$ cat config.mk
export PLATFORM = sky130hd
export DESIGN_NAME = ovph_protect
export DESIGN_NICKNAME = d
export VERILOG_FILES = /design/src/ovph_flux_calc.v /design/src/ovph_protect.v
export VERILOG_INCLUDE_DIRS = /design/src /design/src/include
export SDC_FILE = /design/constraint.sdc
export NUM_CORES = 2
export LEC_CHECK = 0
export ABC_AREA = 1
export BUFFER_PORTS_ARGS = -buffer_cell sky130_fd_sc_hd__clkbuf_2
export CORE_AREA = 2 2 331 333
export DETAILED_ROUTE_END_ITERATION = 16
export DIE_AREA = 0 0 333 335
export GPL_TIMING_DRIVEN = 0
export PLACE_DENSITY = 0.68
export REMOVE_ABC_BUFFERS = 1
export SLEW_MARGIN = 20
export SYNTH_ARGS = -nofsm -noshare
export SYNTH_HDL_FRONTEND = slang
export SYNTH_SLANG_ARGS = --single-unit
export TNS_END_PERCENT = 1
$ cat constraint.sdc
create_clock -name sys_clk_i -period 17.5 [get_ports sys_clk_i]
set_input_delay 0.875 -clock sys_clk_i [delete_from_list [all_inputs] [get_ports sys_clk_i]]
set_output_delay 0.875 -clock sys_clk_i [all_outputs]
set_load 0.005 [all_outputs]
$ cat src/include/ovph_defines.vh
// Constants for the overflux (volts-per-hertz) protection block.
// Included by the protection block and the bench; holds definitions only.
`ifndef OVPH_DEFINES_VH
`define OVPH_DEFINES_VH

// ----------------------------------------------------------------
// Register offsets (byte addresses)
// ----------------------------------------------------------------
`define OVPH_REG_CTRL      8'h00
`define OVPH_REG_PICKUP    8'h04
`define OVPH_REG_TMS       8'h08
`define OVPH_REG_MIN_DLY   8'h0c
`define OVPH_REG_MAX_DLY   8'h10
`define OVPH_REG_COOL      8'h14
`define OVPH_REG_SCALE     8'h18
`define OVPH_REG_STATUS    8'h1c
`define OVPH_REG_FLUX_PCT  8'h20
`define OVPH_REG_IRQ_STAT  8'h24
`define OVPH_REG_IRQ_MASK  8'h28

// ----------------------------------------------------------------
// Field positions
// ----------------------------------------------------------------
`define OVPH_ST_START      0
`define OVPH_ST_TRIP       1
`define OVPH_ST_BLOCKED    2
`define OVPH_ST_PEAKS      3
`define OVPH_IRQ_START     0
`define OVPH_IRQ_TRIP      1

// ----------------------------------------------------------------
// Modes
// ----------------------------------------------------------------
`define OVPH_MODE_OFF      2'h0
`define OVPH_MODE_DEF      2'h1
`define OVPH_MODE_INV      2'h2

// ----------------------------------------------------------------
// Reset values (delays in 0.01 s ticks)
// ----------------------------------------------------------------
`define OVPH_MODE_RST      2'h1
`define OVPH_PICKUP_RST    8'h6e
`define OVPH_TMS_RST       8'h0a
`define OVPH_MIN_DLY_RST   20'h003e8
`define OVPH_MAX_DLY_RST   20'h493e0
`define OVPH_COOL_RST      20'h186a0
`define OVPH_SCALE_RST     16'h0100

// ----------------------------------------------------------------
// Timing and characteristic figures
// ----------------------------------------------------------------
// 0.01 s of 4 ns clocks
`define OVPH_TICK_CYCLES   32'h002625a0
// 0.18 s expressed in 0.01 s ticks
`define OVPH_INV_CONST     8'h12
// Drop-off at 95 % of pick-up
`define OVPH_DROP_NUM      8'h5f
`define OVPH_DROP_DEN      8'h64

`endif

$ cat src/ovph_flux_calc.v
// Flux integrator and peak-to-peak magnitude finder.
// Assumes samples arrive on the block clock with a one-cycle strobe.
`timescale 1ns/10ps
`default_nettype none

module ovph_flux_calc #(
  parameter SW = 16,                       // Sample width
  parameter FW = 32                        // Flux accumulator width
) (
  input  wire          sys_clk_i,          // Block clock
  input  wire          resetn_i,           // Sync reset, active low
  input  wire          clear_i,            // Drop peak state
  input  wire          sample_valid_i,     // One-cycle sample strobe
  input  wire [SW-1:0] sample_i,           // Signed line voltage sample
  output reg  [FW-1:0] flux_magnitude_o,   // Half peak-to-peak flux
  output reg           mag_valid_o         // Both peaks seen
);

  reg signed [FW-1:0] flux_r;
  reg signed [FW-1:0] pos_peak_r;
  reg signed [FW-1:0] neg_peak_r;
  reg                 rising_r;
  reg                 seen_pos_r;
  reg                 seen_neg_r;

  wire signed [FW-1:0] flux_nxt;
  wire signed [FW-1:0] span;

  assign flux_nxt = flux_r + {{(FW-SW){sample_i[SW-1]}}, sample_i};
  assign span     = pos_peak_r - neg_peak_r;

  // ----------------------------------------------------------------
  // Integration and peak search
  // ----------------------------------------------------------------
  // (RULE1) running integral
  // No DC removal: a steady offset lets the integral wander, but the
  // peak-to-peak span is unaffected as long as the swing stays in range.
  always @(posedge sys_clk_i) begin
    if (!resetn_i) begin
      flux_r     <= {FW{1'b0}};
      pos_peak_r <= {FW{1'b0}};
      neg_peak_r <= {FW{1'b0}};
      rising_r   <= 1'b1;
      seen_pos_r <= 1'b0;
      seen_neg_r <= 1'b0;
    end else if (clear_i) begin
      flux_r     <= {FW{1'b0}};
      rising_r   <= 1'b1;
      seen_pos_r <= 1'b0;
      seen_neg_r <= 1'b0;
    // (RULE17) strobed samples only
    end else if (sample_valid_i) begin
      flux_r <= flux_nxt;
      // (RULE12) positive peak
      if (rising_r && (flux_nxt < flux_r)) begin
        pos_peak_r <= flux_r;
        seen_pos_r <= 1'b1;
        rising_r   <= 1'b0;
      // (RULE12) negative peak
      end else if (!rising_r && (flux_nxt > flux_r)) begin
        neg_peak_r <= flux_r;
        seen_neg_r <= 1'b1;
        rising_r   <= 1'b1;
      end
    end
  end

  // ----------------------------------------------------------------
  // Magnitude
  // ----------------------------------------------------------------
  // (RULE12) valid after both peaks
  always @(posedge sys_clk_i) begin
    if (!resetn_i) begin
      flux_magnitude_o <= {FW{1'b0}};
      mag_valid_o      <= 1'b0;
    end else begin
      flux_magnitude_o <= (seen_pos_r && seen_neg_r && !span[FW-1]) ?
                          {1'b0, span[FW-1:1]} : {FW{1'b0}};
      mag_valid_o      <= seen_pos_r && seen_neg_r && !clear_i;
    end
  end

endmodule // ovph_flux_calc

`default_nettype wire

$ cat src/ovph_protect.v
// Overflux (volts-per-hertz) protection: flux per-unit, definite or
// inverse square-law timing, start/trip outputs, register port, irq.
// Assumes samples and register strobes on sys_clk_i; block input is
// asynchronous and is synchronised here.
//
// Notes on behaviour
// (RULE1) Integrate every strobed sample into flux; derive flux magnitude.
// (RULE2) Characteristic computes operate delay from magnitude, mode, settings.
// (RULE3) Decision combines start, expired delay and blocking into trip.
// (RULE4) Start output while picked up; separate trip output.
// (RULE5) Blocking input disables function: no start, no trip.
// (RULE6) Modes off, definite, inverse; reset into definite.
// (RULE7) Pick-up percent in 1 % steps, default 110 %.
// (RULE8) Integer time multiplier used in inverse mode, default 10.
// (RULE9) Minimum delay: definite delay, inverse lower bound; default 10 s.
// (RULE10) Inverse delay capped at maximum delay, default 3000 s.
// (RULE11) Cooling time, default 1000 s, sets inverse reset decay.
// (RULE12) Magnitude only after both peaks; start above pick-up.
// (RULE13) Inverse delay 0.18*TMS over squared margin, clamped min/max.
// (RULE14) Below 95 % pick-up accumulator decays linearly over cooling time.
// (RULE15) Start raised first; trip only once delay expired.
// (RULE16) Disabled or blocked: outputs low, accumulators and peaks cleared.
// (RULE17) Advance only on sample strobes or the 0.01 s tick; the inverse decay steps progress_r down on the clocks that follow a tick.
//
// Decided for this implementation: the address-and-strobe port and the register addresses.
`timescale 1ns/10ps
`default_nettype none
`include "ovph_defines.vh"

module ovph_protect #(
  parameter        SW          = 16,              // Sample width
  parameter [31:0] TICK_CYCLES = `OVPH_TICK_CYCLES // Clocks per 0.01 s
) (
  input  wire          sys_clk_i,          // 250 MHz clock
  input  wire          resetn_i,           // Sync reset, active low
  input  wire          sample_valid_i,     // Sample strobe
  input  wire [SW-1:0] line_voltage_samples_i, // Signed sample
  input  wire          function_block_in_i,    // User block, async
  input  wire [7:0]    reg_addr_i,         // Register byte address
  input  wire [31:0]   reg_wdata_i,        // Write data
  input  wire          reg_wr_i,           // Write strobe
  input  wire          reg_rd_i,           // Read strobe
  output reg  [31:0]   reg_rdata_o,        // Read data, next cycle
  output reg           general_start_out_o, // Start warning
  output reg           general_trip_out_o,  // Trip command
  output wire          irq_o               // Level interrupt
);

  // ----------------------------------------------------------------
  // Settings registers
  // ----------------------------------------------------------------
  reg  [1:0]  mode_r;
  reg  [7:0]  pickup_r;
  reg  [7:0]  tms_r;
  reg  [19:0] min_dly_r;
  reg  [19:0] max_dly_r;
  reg  [19:0] cool_r;
  reg  [15:0] scale_r;
  reg  [1:0]  irq_stat_r;
  reg  [1:0]  irq_mask_r;

  // ----------------------------------------------------------------
  // Internal state
  // ----------------------------------------------------------------
  reg         blk_meta_r;
  reg         blk_sync_r;
  reg  [31:0] tick_cnt_r;
  reg         tick_r;
  reg  [15:0] flux_pct_r;
  reg  [19:0] elapsed_r;
  reg  [31:0] progress_r;
  reg  [19:0] cool_err_r;
  reg         start_prev_r;
  reg         trip_prev_r;

  wire        enabled;
  wire        clear_all;
  wire [31:0] flux_magnitude;
  wire        mag_valid;
  wire [47:0] pct_full;
  wire        start_status;
  wire        below_drop;
  wire [15:0] margin;
  wire [31:0] margin_sq;
  wire [15:0] inv_thr;
  wire        min_done;
  wire        max_done;
  wire        inv_done;
  wire        delay_expired;
  wire        trip_status;
  wire [1:0]  irq_events;
  wire [1:0]  irq_w1c;

  // ----------------------------------------------------------------
  // Block input synchroniser
  // ----------------------------------------------------------------
  always @(posedge sys_clk_i) begin
    if (!resetn_i) begin
      blk_meta_r <= 1'b0;
      blk_sync_r <= 1'b0;
    end else begin
      blk_meta_r <= function_block_in_i;
      blk_sync_r <= blk_meta_r;
    end
  end

  // (RULE5) blocking disables
  // (RULE16) off or blocked clears all
  assign enabled   = ((mode_r == `OVPH_MODE_DEF) ||
                      (mode_r == `OVPH_MODE_INV)) && !blk_sync_r;
  assign clear_all = !enabled;

  // ----------------------------------------------------------------
  // Timebase: one enable pulse per 0.01 s
  // ----------------------------------------------------------------
  // (RULE17) fixed timebase tick
  always @(posedge sys_clk_i) begin
    if (!resetn_i) begin
      tick_cnt_r <= 32'h0000_0000;
      tick_r     <= 1'b0;
    end else if (tick_cnt_r >= TICK_CYCLES - 32'h0000_0001) begin
      tick_cnt_r <= 32'h0000_0000;
      tick_r     <= 1'b1;
    end else begin
      tick_cnt_r <= tick_cnt_r + 32'h0000_0001;
      tick_r     <= 1'b0;
    end
  end

  // ----------------------------------------------------------------
  // Flux measurement
  // ----------------------------------------------------------------
  // (RULE1) integrate and find magnitude
  ovph_flux_calc #(
    .SW (SW),
    .FW (32)
  ) u_flux (
    .sys_clk_i        (sys_clk_i),
    .resetn_i         (resetn_i),
    .clear_i          (clear_all),
    .sample_valid_i   (sample_valid_i),
    .sample_i         (line_voltage_samples_i),
    .flux_magnitude_o (flux_magnitude),
    .mag_valid_o      (mag_valid)
  );

  // Scale holds 65536 * 100 % / rated magnitude, set by software
  assign pct_full = flux_magnitude * {16'h0000, scale_r};

  always @(posedge sys_clk_i) begin
    if (!resetn_i) begin
      flux_pct_r <= 16'h0000;
    end else if (!mag_valid) begin
      flux_pct_r <= 16'h0000;
    end else if (|pct_full[47:32]) begin
      flux_pct_r <= 16'hffff;
    end else begin
      flux_pct_r <= pct_full[31:16];
    end
  end

  // ----------------------------------------------------------------
  // Characteristic
  // ----------------------------------------------------------------
  // (RULE12) start above pick-up
  assign start_status = enabled && mag_valid &&
                        (flux_pct_r > {8'h00, pickup_r});
  // (RULE14) drop-off below 95 %
  assign below_drop = ({flux_pct_r, 8'h00} * {16'h0000, `OVPH_DROP_DEN}) <
                      ({16'h0000, pickup_r, 8'h00} *
                       {24'h000000, `OVPH_DROP_NUM});

  assign margin    = flux_pct_r - {8'h00, pickup_r};
  assign margin_sq = margin * margin;
  // (RULE13) 0.18*TMS in tick units
  // (RULE8) multiplier used here only
  assign inv_thr   = {8'h00, tms_r} * {8'h00, `OVPH_INV_CONST};

  // (RULE9) minimum delay reached
  assign min_done = elapsed_r >= min_dly_r;
  // (RULE10) maximum delay cap
  assign max_done = elapsed_r >= max_dly_r;
  // (RULE13) integral of margin squared reached, clamped
  assign inv_done = (progress_r >= {16'h0000, inv_thr} && min_done) ||
                    max_done;

  // (RULE2) delay per mode
  assign delay_expired = (mode_r == `OVPH_MODE_INV) ? inv_done : min_done;

  // Elapsed time since pick-up; held in the hysteresis band
  always @(posedge sys_clk_i) begin
    if (!resetn_i) begin
      elapsed_r <= 20'h00000;
    // (RULE16) cleared when off or blocked
    end else if (clear_all || (below_drop && !start_status)) begin
      elapsed_r <= 20'h00000;
    end else if (tick_r && start_status && (elapsed_r != 20'hfffff)) begin
      elapsed_r <= elapsed_r + 20'h00001;
    end
  end

  // Inverse accumulator: adds margin squared per tick while started;
  // decays one unit per cool/thr ticks below drop-off, Bresenham style
  // so no divider is needed.
  always @(posedge sys_clk_i) begin
    if (!resetn_i) begin
      progress_r <= 32'h0000_0000;
      cool_err_r <= 20'h00000;
    end else if (clear_all || (mode_r != `OVPH_MODE_INV)) begin
      progress_r <= 32'h0000_0000;
      cool_err_r <= 20'h00000;
    end else if (start_status) begin
      cool_err_r <= 20'h00000;
      if (tick_r) begin
        progress_r <= (progress_r + margin_sq < progress_r) ?
                      32'hffff_ffff : progress_r + margin_sq;
      end
    // (RULE14) linear decay
    // (RULE11) over cooling time
    end else if (below_drop && (progress_r != 32'h0000_0000)) begin
      if (progress_r > {16'h0000, inv_thr}) begin
        progress_r <= {16'h0000, inv_thr};
      end else if (cool_err_r >= cool_r) begin
        cool_err_r <= cool_err_r - cool_r;
        progress_r <= progress_r - 32'h0000_0001;
      end else if (tick_r) begin
        cool_err_r <= cool_err_r + {4'h0, inv_thr};
      end
    end
  end

  // ----------------------------------------------------------------
  // Decision logic and outputs
  // ----------------------------------------------------------------
  // (RULE3) start, expiry and block
  // (RULE15) trip only after delay
  assign trip_status = start_status && start_prev_r && delay_expired;

  // (RULE4) registered start and trip
  always @(posedge sys_clk_i) begin
    if (!resetn_i) begin
      general_start_out_o <= 1'b0;
      general_trip_out_o  <= 1'b0;
      start_prev_r        <= 1'b0;
      trip_prev_r         <= 1'b0;
    end else begin
      general_start_out_o <= start_status;
      general_trip_out_o  <= trip_status;
      start_prev_r        <= start_status;
      trip_prev_r         <= trip_status;
    end
  end

  // ----------------------------------------------------------------
  // Interrupts
  // ----------------------------------------------------------------
  assign irq_events = {trip_status && !trip_prev_r,
                       start_status && !start_prev_r};
  assign irq_w1c    = (reg_wr_i && (reg_addr_i == `OVPH_REG_IRQ_STAT)) ?
                      reg_wdata_i[1:0] : 2'b00;
  assign irq_o      = |(irq_stat_r & irq_mask_r);

  // Set wins over a clear in the same cycle
  always @(posedge sys_clk_i) begin
    if (!resetn_i) begin
      irq_stat_r <= 2'b00;
    end else begin
      irq_stat_r <= (irq_stat_r & ~irq_w1c) | irq_events;
    end
  end

  // ----------------------------------------------------------------
  // Register writes
  // ----------------------------------------------------------------
  // (RULE6) reset into definite time
  // (RULE7) pick-up default 110 %
  always @(posedge sys_clk_i) begin
    if (!resetn_i) begin
      mode_r     <= `OVPH_MODE_RST;
      pickup_r   <= `OVPH_PICKUP_RST;
      tms_r      <= `OVPH_TMS_RST;
      min_dly_r  <= `OVPH_MIN_DLY_RST;
      max_dly_r  <= `OVPH_MAX_DLY_RST;
      cool_r     <= `OVPH_COOL_RST;
      scale_r    <= `OVPH_SCALE_RST;
      irq_mask_r <= 2'b00;
    end else if (reg_wr_i) begin
      case (reg_addr_i)
        `OVPH_REG_CTRL: begin
          mode_r <= reg_wdata_i[1:0];
        end
        `OVPH_REG_PICKUP: begin
          pickup_r <= reg_wdata_i[7:0];
        end
        `OVPH_REG_TMS: begin
          tms_r <= reg_wdata_i[7:0];
        end
        `OVPH_REG_MIN_DLY: begin
          min_dly_r <= reg_wdata_i[19:0];
        end
        `OVPH_REG_MAX_DLY: begin
          max_dly_r <= reg_wdata_i[19:0];
        end
        `OVPH_REG_COOL: begin
          // Zero would decay one unit every clock; treat as one tick
          cool_r <= (reg_wdata_i[19:0] == 20'h00000) ? 20'h00001 :
                    reg_wdata_i[19:0];
        end
        `OVPH_REG_SCALE: begin
          scale_r <= reg_wdata_i[15:0];
        end
        `OVPH_REG_IRQ_MASK: begin
          irq_mask_r <= reg_wdata_i[1:0];
        end
        default: begin
          mode_r <= mode_r;
        end
      endcase
    end
  end

  // ----------------------------------------------------------------
  // Register reads
  // ----------------------------------------------------------------
  always @(posedge sys_clk_i) begin
    if (!resetn_i) begin
      reg_rdata_o <= 32'h0000_0000;
    end else if (reg_rd_i) begin
      case (reg_addr_i)
        `OVPH_REG_CTRL:     reg_rdata_o <= {30'h0, mode_r};
        `OVPH_REG_PICKUP:   reg_rdata_o <= {24'h0, pickup_r};
        `OVPH_REG_TMS:      reg_rdata_o <= {24'h0, tms_r};
        `OVPH_REG_MIN_DLY:  reg_rdata_o <= {12'h0, min_dly_r};
        `OVPH_REG_MAX_DLY:  reg_rdata_o <= {12'h0, max_dly_r};
        `OVPH_REG_COOL:     reg_rdata_o <= {12'h0, cool_r};
        `OVPH_REG_SCALE:    reg_rdata_o <= {16'h0, scale_r};
        `OVPH_REG_STATUS:   reg_rdata_o <= {28'h0, mag_valid, blk_sync_r,
                                            general_trip_out_o,
                                            general_start_out_o};
        `OVPH_REG_FLUX_PCT: reg_rdata_o <= {16'h0, flux_pct_r};
        `OVPH_REG_IRQ_STAT: reg_rdata_o <= {30'h0, irq_stat_r};
        `OVPH_REG_IRQ_MASK: reg_rdata_o <= {30'h0, irq_mask_r};
        default:            reg_rdata_o <= 32'h0000_0000;
      endcase
    end else begin
      reg_rdata_o <= 32'h0000_0000;
    end
  end

endmodule // ovph_protect

`default_nettype wire

==> flow_summary_export.csv <==
group,metric,value,unit
run_status,status,"finished, final reports clean",
logic_synthesis,yosysWarnings,0,
pwr,p_per_area,65.0,mW/mm^2
critical_path,critPathKind,"flip-flop to flip-flop",
logic_synthesis,syn_area,0.0535,sq mm
timing,rsz0062_at_grt,"false",
critical_path,rrSetupSlack,6340,ps
timing,slew_headroom,26.7,%
critical_path,r2r_end,"progress_r[31]$_SDFFE_PP0P_",
logic_synthesis,yosysTopAreaCell,"fa_1",
logic_synthesis,synthXorXnorAreaFrac,2.79,%
clocking,clk_latency,650,ps
cells_and_area,antenna_cells,0,
timing,worstMarginPinSlew,1090,ps
cells_and_area,seq_area,0.00751,sq mm
cells_and_area,final_util,52.6,%
placed_design,place.gp.congestion,0.948,
drt,totalWireLength,155,mm
clocking,numCtsBuffers,45,
floorplanning,start_util,49.5,%
grt,grt_max_degree,102,
timing,fin_crit_sh,63.8,%
grt,grt_pass1_wl,251,mm
critical_path,rr_worst_depth,48,
floorplanning,die_area,0.112,sq mm
floorplanning,std_cell_rows,121,
cells_and_area,fillers,10800,
floorplanning,die_h,335,microns
grt,overflow,0,
grt,grt_pass1_vias,47200,
logic_synthesis,synth.area.mux_share,0,%
clocking,clk_path_buf_depth,3,
logic_synthesis,synth-simple-area-share,22.0,%
critical_path,slowest_delay,780,ps
placed_design,portBuffers,72,
critical_path,startpoint_type,"flip-flop",
placed_design,place_hpwl,127,mm
critical_path,cpLargestDelayFamily,"adder cells",
timing,hold_violations,0,
logic_synthesis,synth-seq-cells,374,
logic_synthesis,ys.flop_type,"dfxtp_1",
logic_synthesis,synthTopCellsByArea,"fa_1 24%, dfxtp_1 14%, ha_1 13%",
pwr,ir_worst_vdd,0.0880,mV
grt,grtUsageTotal,28.1,%
logic_synthesis,synth_cells,7606,
clocking,htreeDepth,2,
critical_path,crit_arrival,11750,ps
floorplanning,core,0.108,sq mm
logic_synthesis,seq_area_frac_synth,14.0,%
floorplanning,pin_count,97,
logic_synthesis,synth_top_family_by_area,"adder cells",
critical_path,crit_fanout,20,
critical_path,critPathBufInv,11,
logic_synthesis,syn_area_per_cell,7.04,sq um
drt,viasPerCell,5.24,
clocking,clk_pin_slew,70,ps
timing,fin_worst_skew,47.4,ps
drt,drc,0,
clocking,cts_resized,0,
cells_and_area,area_delta_synth_final,6.16,%
critical_path,critical_path_depth,48,
drt,ant_nets,0,
clocking,cts_tree,"done",
logic_synthesis,yosysMostFrequentCell,"inv_1",
timing,finalCriticalPeriod,11160,ps
logic_synthesis,synth_compound_area_share,9.75,%
logic_synthesis,synth_edf_count,0,
clocking,cts_setup_buffers,0,
drt,first_iter_violations,3215,
timing,fmax,89.6,MHz
timing,drv_slew,0,
logic_synthesis,synth-adder-area-share,36.8,%
critical_path,r2r-start,"pickup_r[2]$_SDFFE_PN1P_",
drt,firstDrtPassIters,6,
logic_synthesis,synth.distinct_cells,69,
cells_and_area,drive_gt1_share,3.86,%
min_path,holdPathEnd,"blk_sync_r$_SDFF_PN0_",
min_path,holdPathStages,2,
run,max-cap-violations,0,
critical_path,worstSetupEndpointType,"flip-flop",
drt,wl_per_cell,17.2,microns
logic_synthesis,synth_common_cells,"1781 x inv_1, 1765 x nand2_1, 670 x nor2_1, 638 x fa_1, 555 x ha_1",
timing,setup_viol,0,
critical_path,cp_slowest_cell,"nand2_1",
critical_path,cp.required,18090,ps
clocking,ctsHoldBuffers,0,
grt,antenna_found_initial,6,
min_path,min-delay-start,"blk_meta_r$_SDFF_PN0_",
logic_synthesis,synth_top_area_share,23.9,%
cells_and_area,multi_input_area,0.0384,sq mm
min_path,hp-class,"flip-flop to flip-flop",
clocking,cts_root_buf,"clkbuf_16",
clocking,cts.sinks,374,
drt,dr_total_vias,47100,
floorplanning,dieWidth,333,microns
cells_and_area,final_nets,8787,
pwr,leakage,29.9,nW
logic_synthesis,synthArstFlopShare,0,%
timing,tns,0,ps
[cell usage in the layout, fill, tap and decap left out, types with 17 or more instances in the layout]
master	count
nor2_2	22
nor2_1	665
nor4_1	20
fa_1	638
a21oi_1	434
clkbuf_2	71
nor3_1	68
nand3_1	187
xor2_1	111
inv_2	17
clkbuf_16	45
dfxtp_1	357
inv_1	1779
dfxtp_2	17
a31oi_1	19
o21bai_1	28
conb_1	23
nand2_1	1765
a221oi_1	20
ha_1	555
xnor2_1	55
nand4_1	76
o22ai_1	31
o21ai_0	305
o211ai_1	29
[how the worst max path moves through the flow]
stage | startpoint | end | slack [ps]
floorplan | pickup_r[2]$_SDFFE_PN1P_ | progress_r[31]$_SDFFE_PP0P_ | 8810
global route | pickup_r[2]$_SDFFE_PN1P_ | progress_r[31]$_SDFFE_PP0P_ | 5580
global placement | pickup_r[3]$_SDFFE_PN1P_ | progress_r[31]$_SDFFE_PP0P_ | 6440
finish | pickup_r[2]$_SDFFE_PN1P_ | progress_r[31]$_SDFFE_PP0P_ | 6340
detailed placement | pickup_r[2]$_SDFFE_PN1P_ | progress_r[31]$_SDFFE_PP0P_ | 6470
CTS | pickup_r[2]$_SDFFE_PN1P_ | progress_r[31]$_SDFFE_PP0P_ | 6440
[kinds of logic (layout without fill, tap and decap cells)]
group                      count (synthesis)  count (layout)
buffers and inverters                   2042            1983
DFF                                      374             374
xor gates and xnor gates                 169             169
and+or+nand+nor                         2880            2880
other                                      1              23
adders and majority gates               1193            1193
AOI/OAI and AO/OA                        947             947
[through the flow]
| stage | hold slack, ps | area [sq um] | cells | power (mW) | setup WS (ps) |
|---|---|---|---|---|---|
| after floorplan | 390 | 52600 | 7390 | 2.24 | 8810 |
| after global placement | 402 | 54700 | 8876 | 2.67 | 6440 |
| after detailed placement | 414 | 55200 | 8899 | 2.68 | 6470 |
| after CTS | 427 | 56800 | 8983 | 3.71 | 6440 |
| after global routing | 449 | 56800 | 8983 | 4.02 | 5580 |
| final | 422 | 56800 | 8983 | 3.69 | 6340 |
[metal layers]
| layer | vias up | GRT usage, % | routed length, microns |
|---|---|---|---|
| met4 | 6 | 7.84 | 4410 |
| met5 | - | 0 | 46 |
| met2 | 1535 | 46.7 | 70700 |
| met3 | 256 | 3.96 | 10900 |
| li1 | 23000 | - | - |
| met1 | 22300 | 38.3 | 68500 |
[worst reg2reg max path: cells and delay by family (launching register included)]
kind / cells / cell delay (ps)
flip-flops: 1 / 560
AND/OR/NAND/NOR: 21 / 3590
adder cells (fa/ha/maj): 9 / 4180
XOR/XNOR: 1 / 550
AO/OA/AOI/OAI: 6 / 870
buffers and inverters: 11 / 1340
[cell type report]
class | instances | area share [%]
multi-input combinational | 5212 | 67.5
sequential | 374 | 13.2
inverter | 1804 | 11.9
tap | 1414 | 3.11
clock buffer | 51 | 2.07
timing repair buffer | 95 | 1.44
clock inverter | 33 | 0.716
[flip-flops by register name (all words and copies together) (netlist names), 2 cells and up]
signal                   cells
progress_r                  32
irq_mask_r                   2
reg_rdata_o                 20
u_flux.pos_peak_r           32
mode_r                       2
cool_err_r                  20
max_dly_r                   20
min_dly_r                   20
elapsed_r                   20
scale_r                     16
flux_pct_r                  16
tms_r                        8
u_flux.flux_r               32
u_flux.neg_peak_r           32
irq_stat_r                   2
u_flux.flux_magnitude_o     31
cool_r                      20
pickup_r                     8
tick_cnt_r                  32
[report_power, final]
group / switching (mW) / internal, mW
Clock: 0.430 / 0.584
Combinational: 1.12 / 0.636
Sequential: 0.0315 / 0.890
Note: power is estimated with default switching activity, not from simulation.
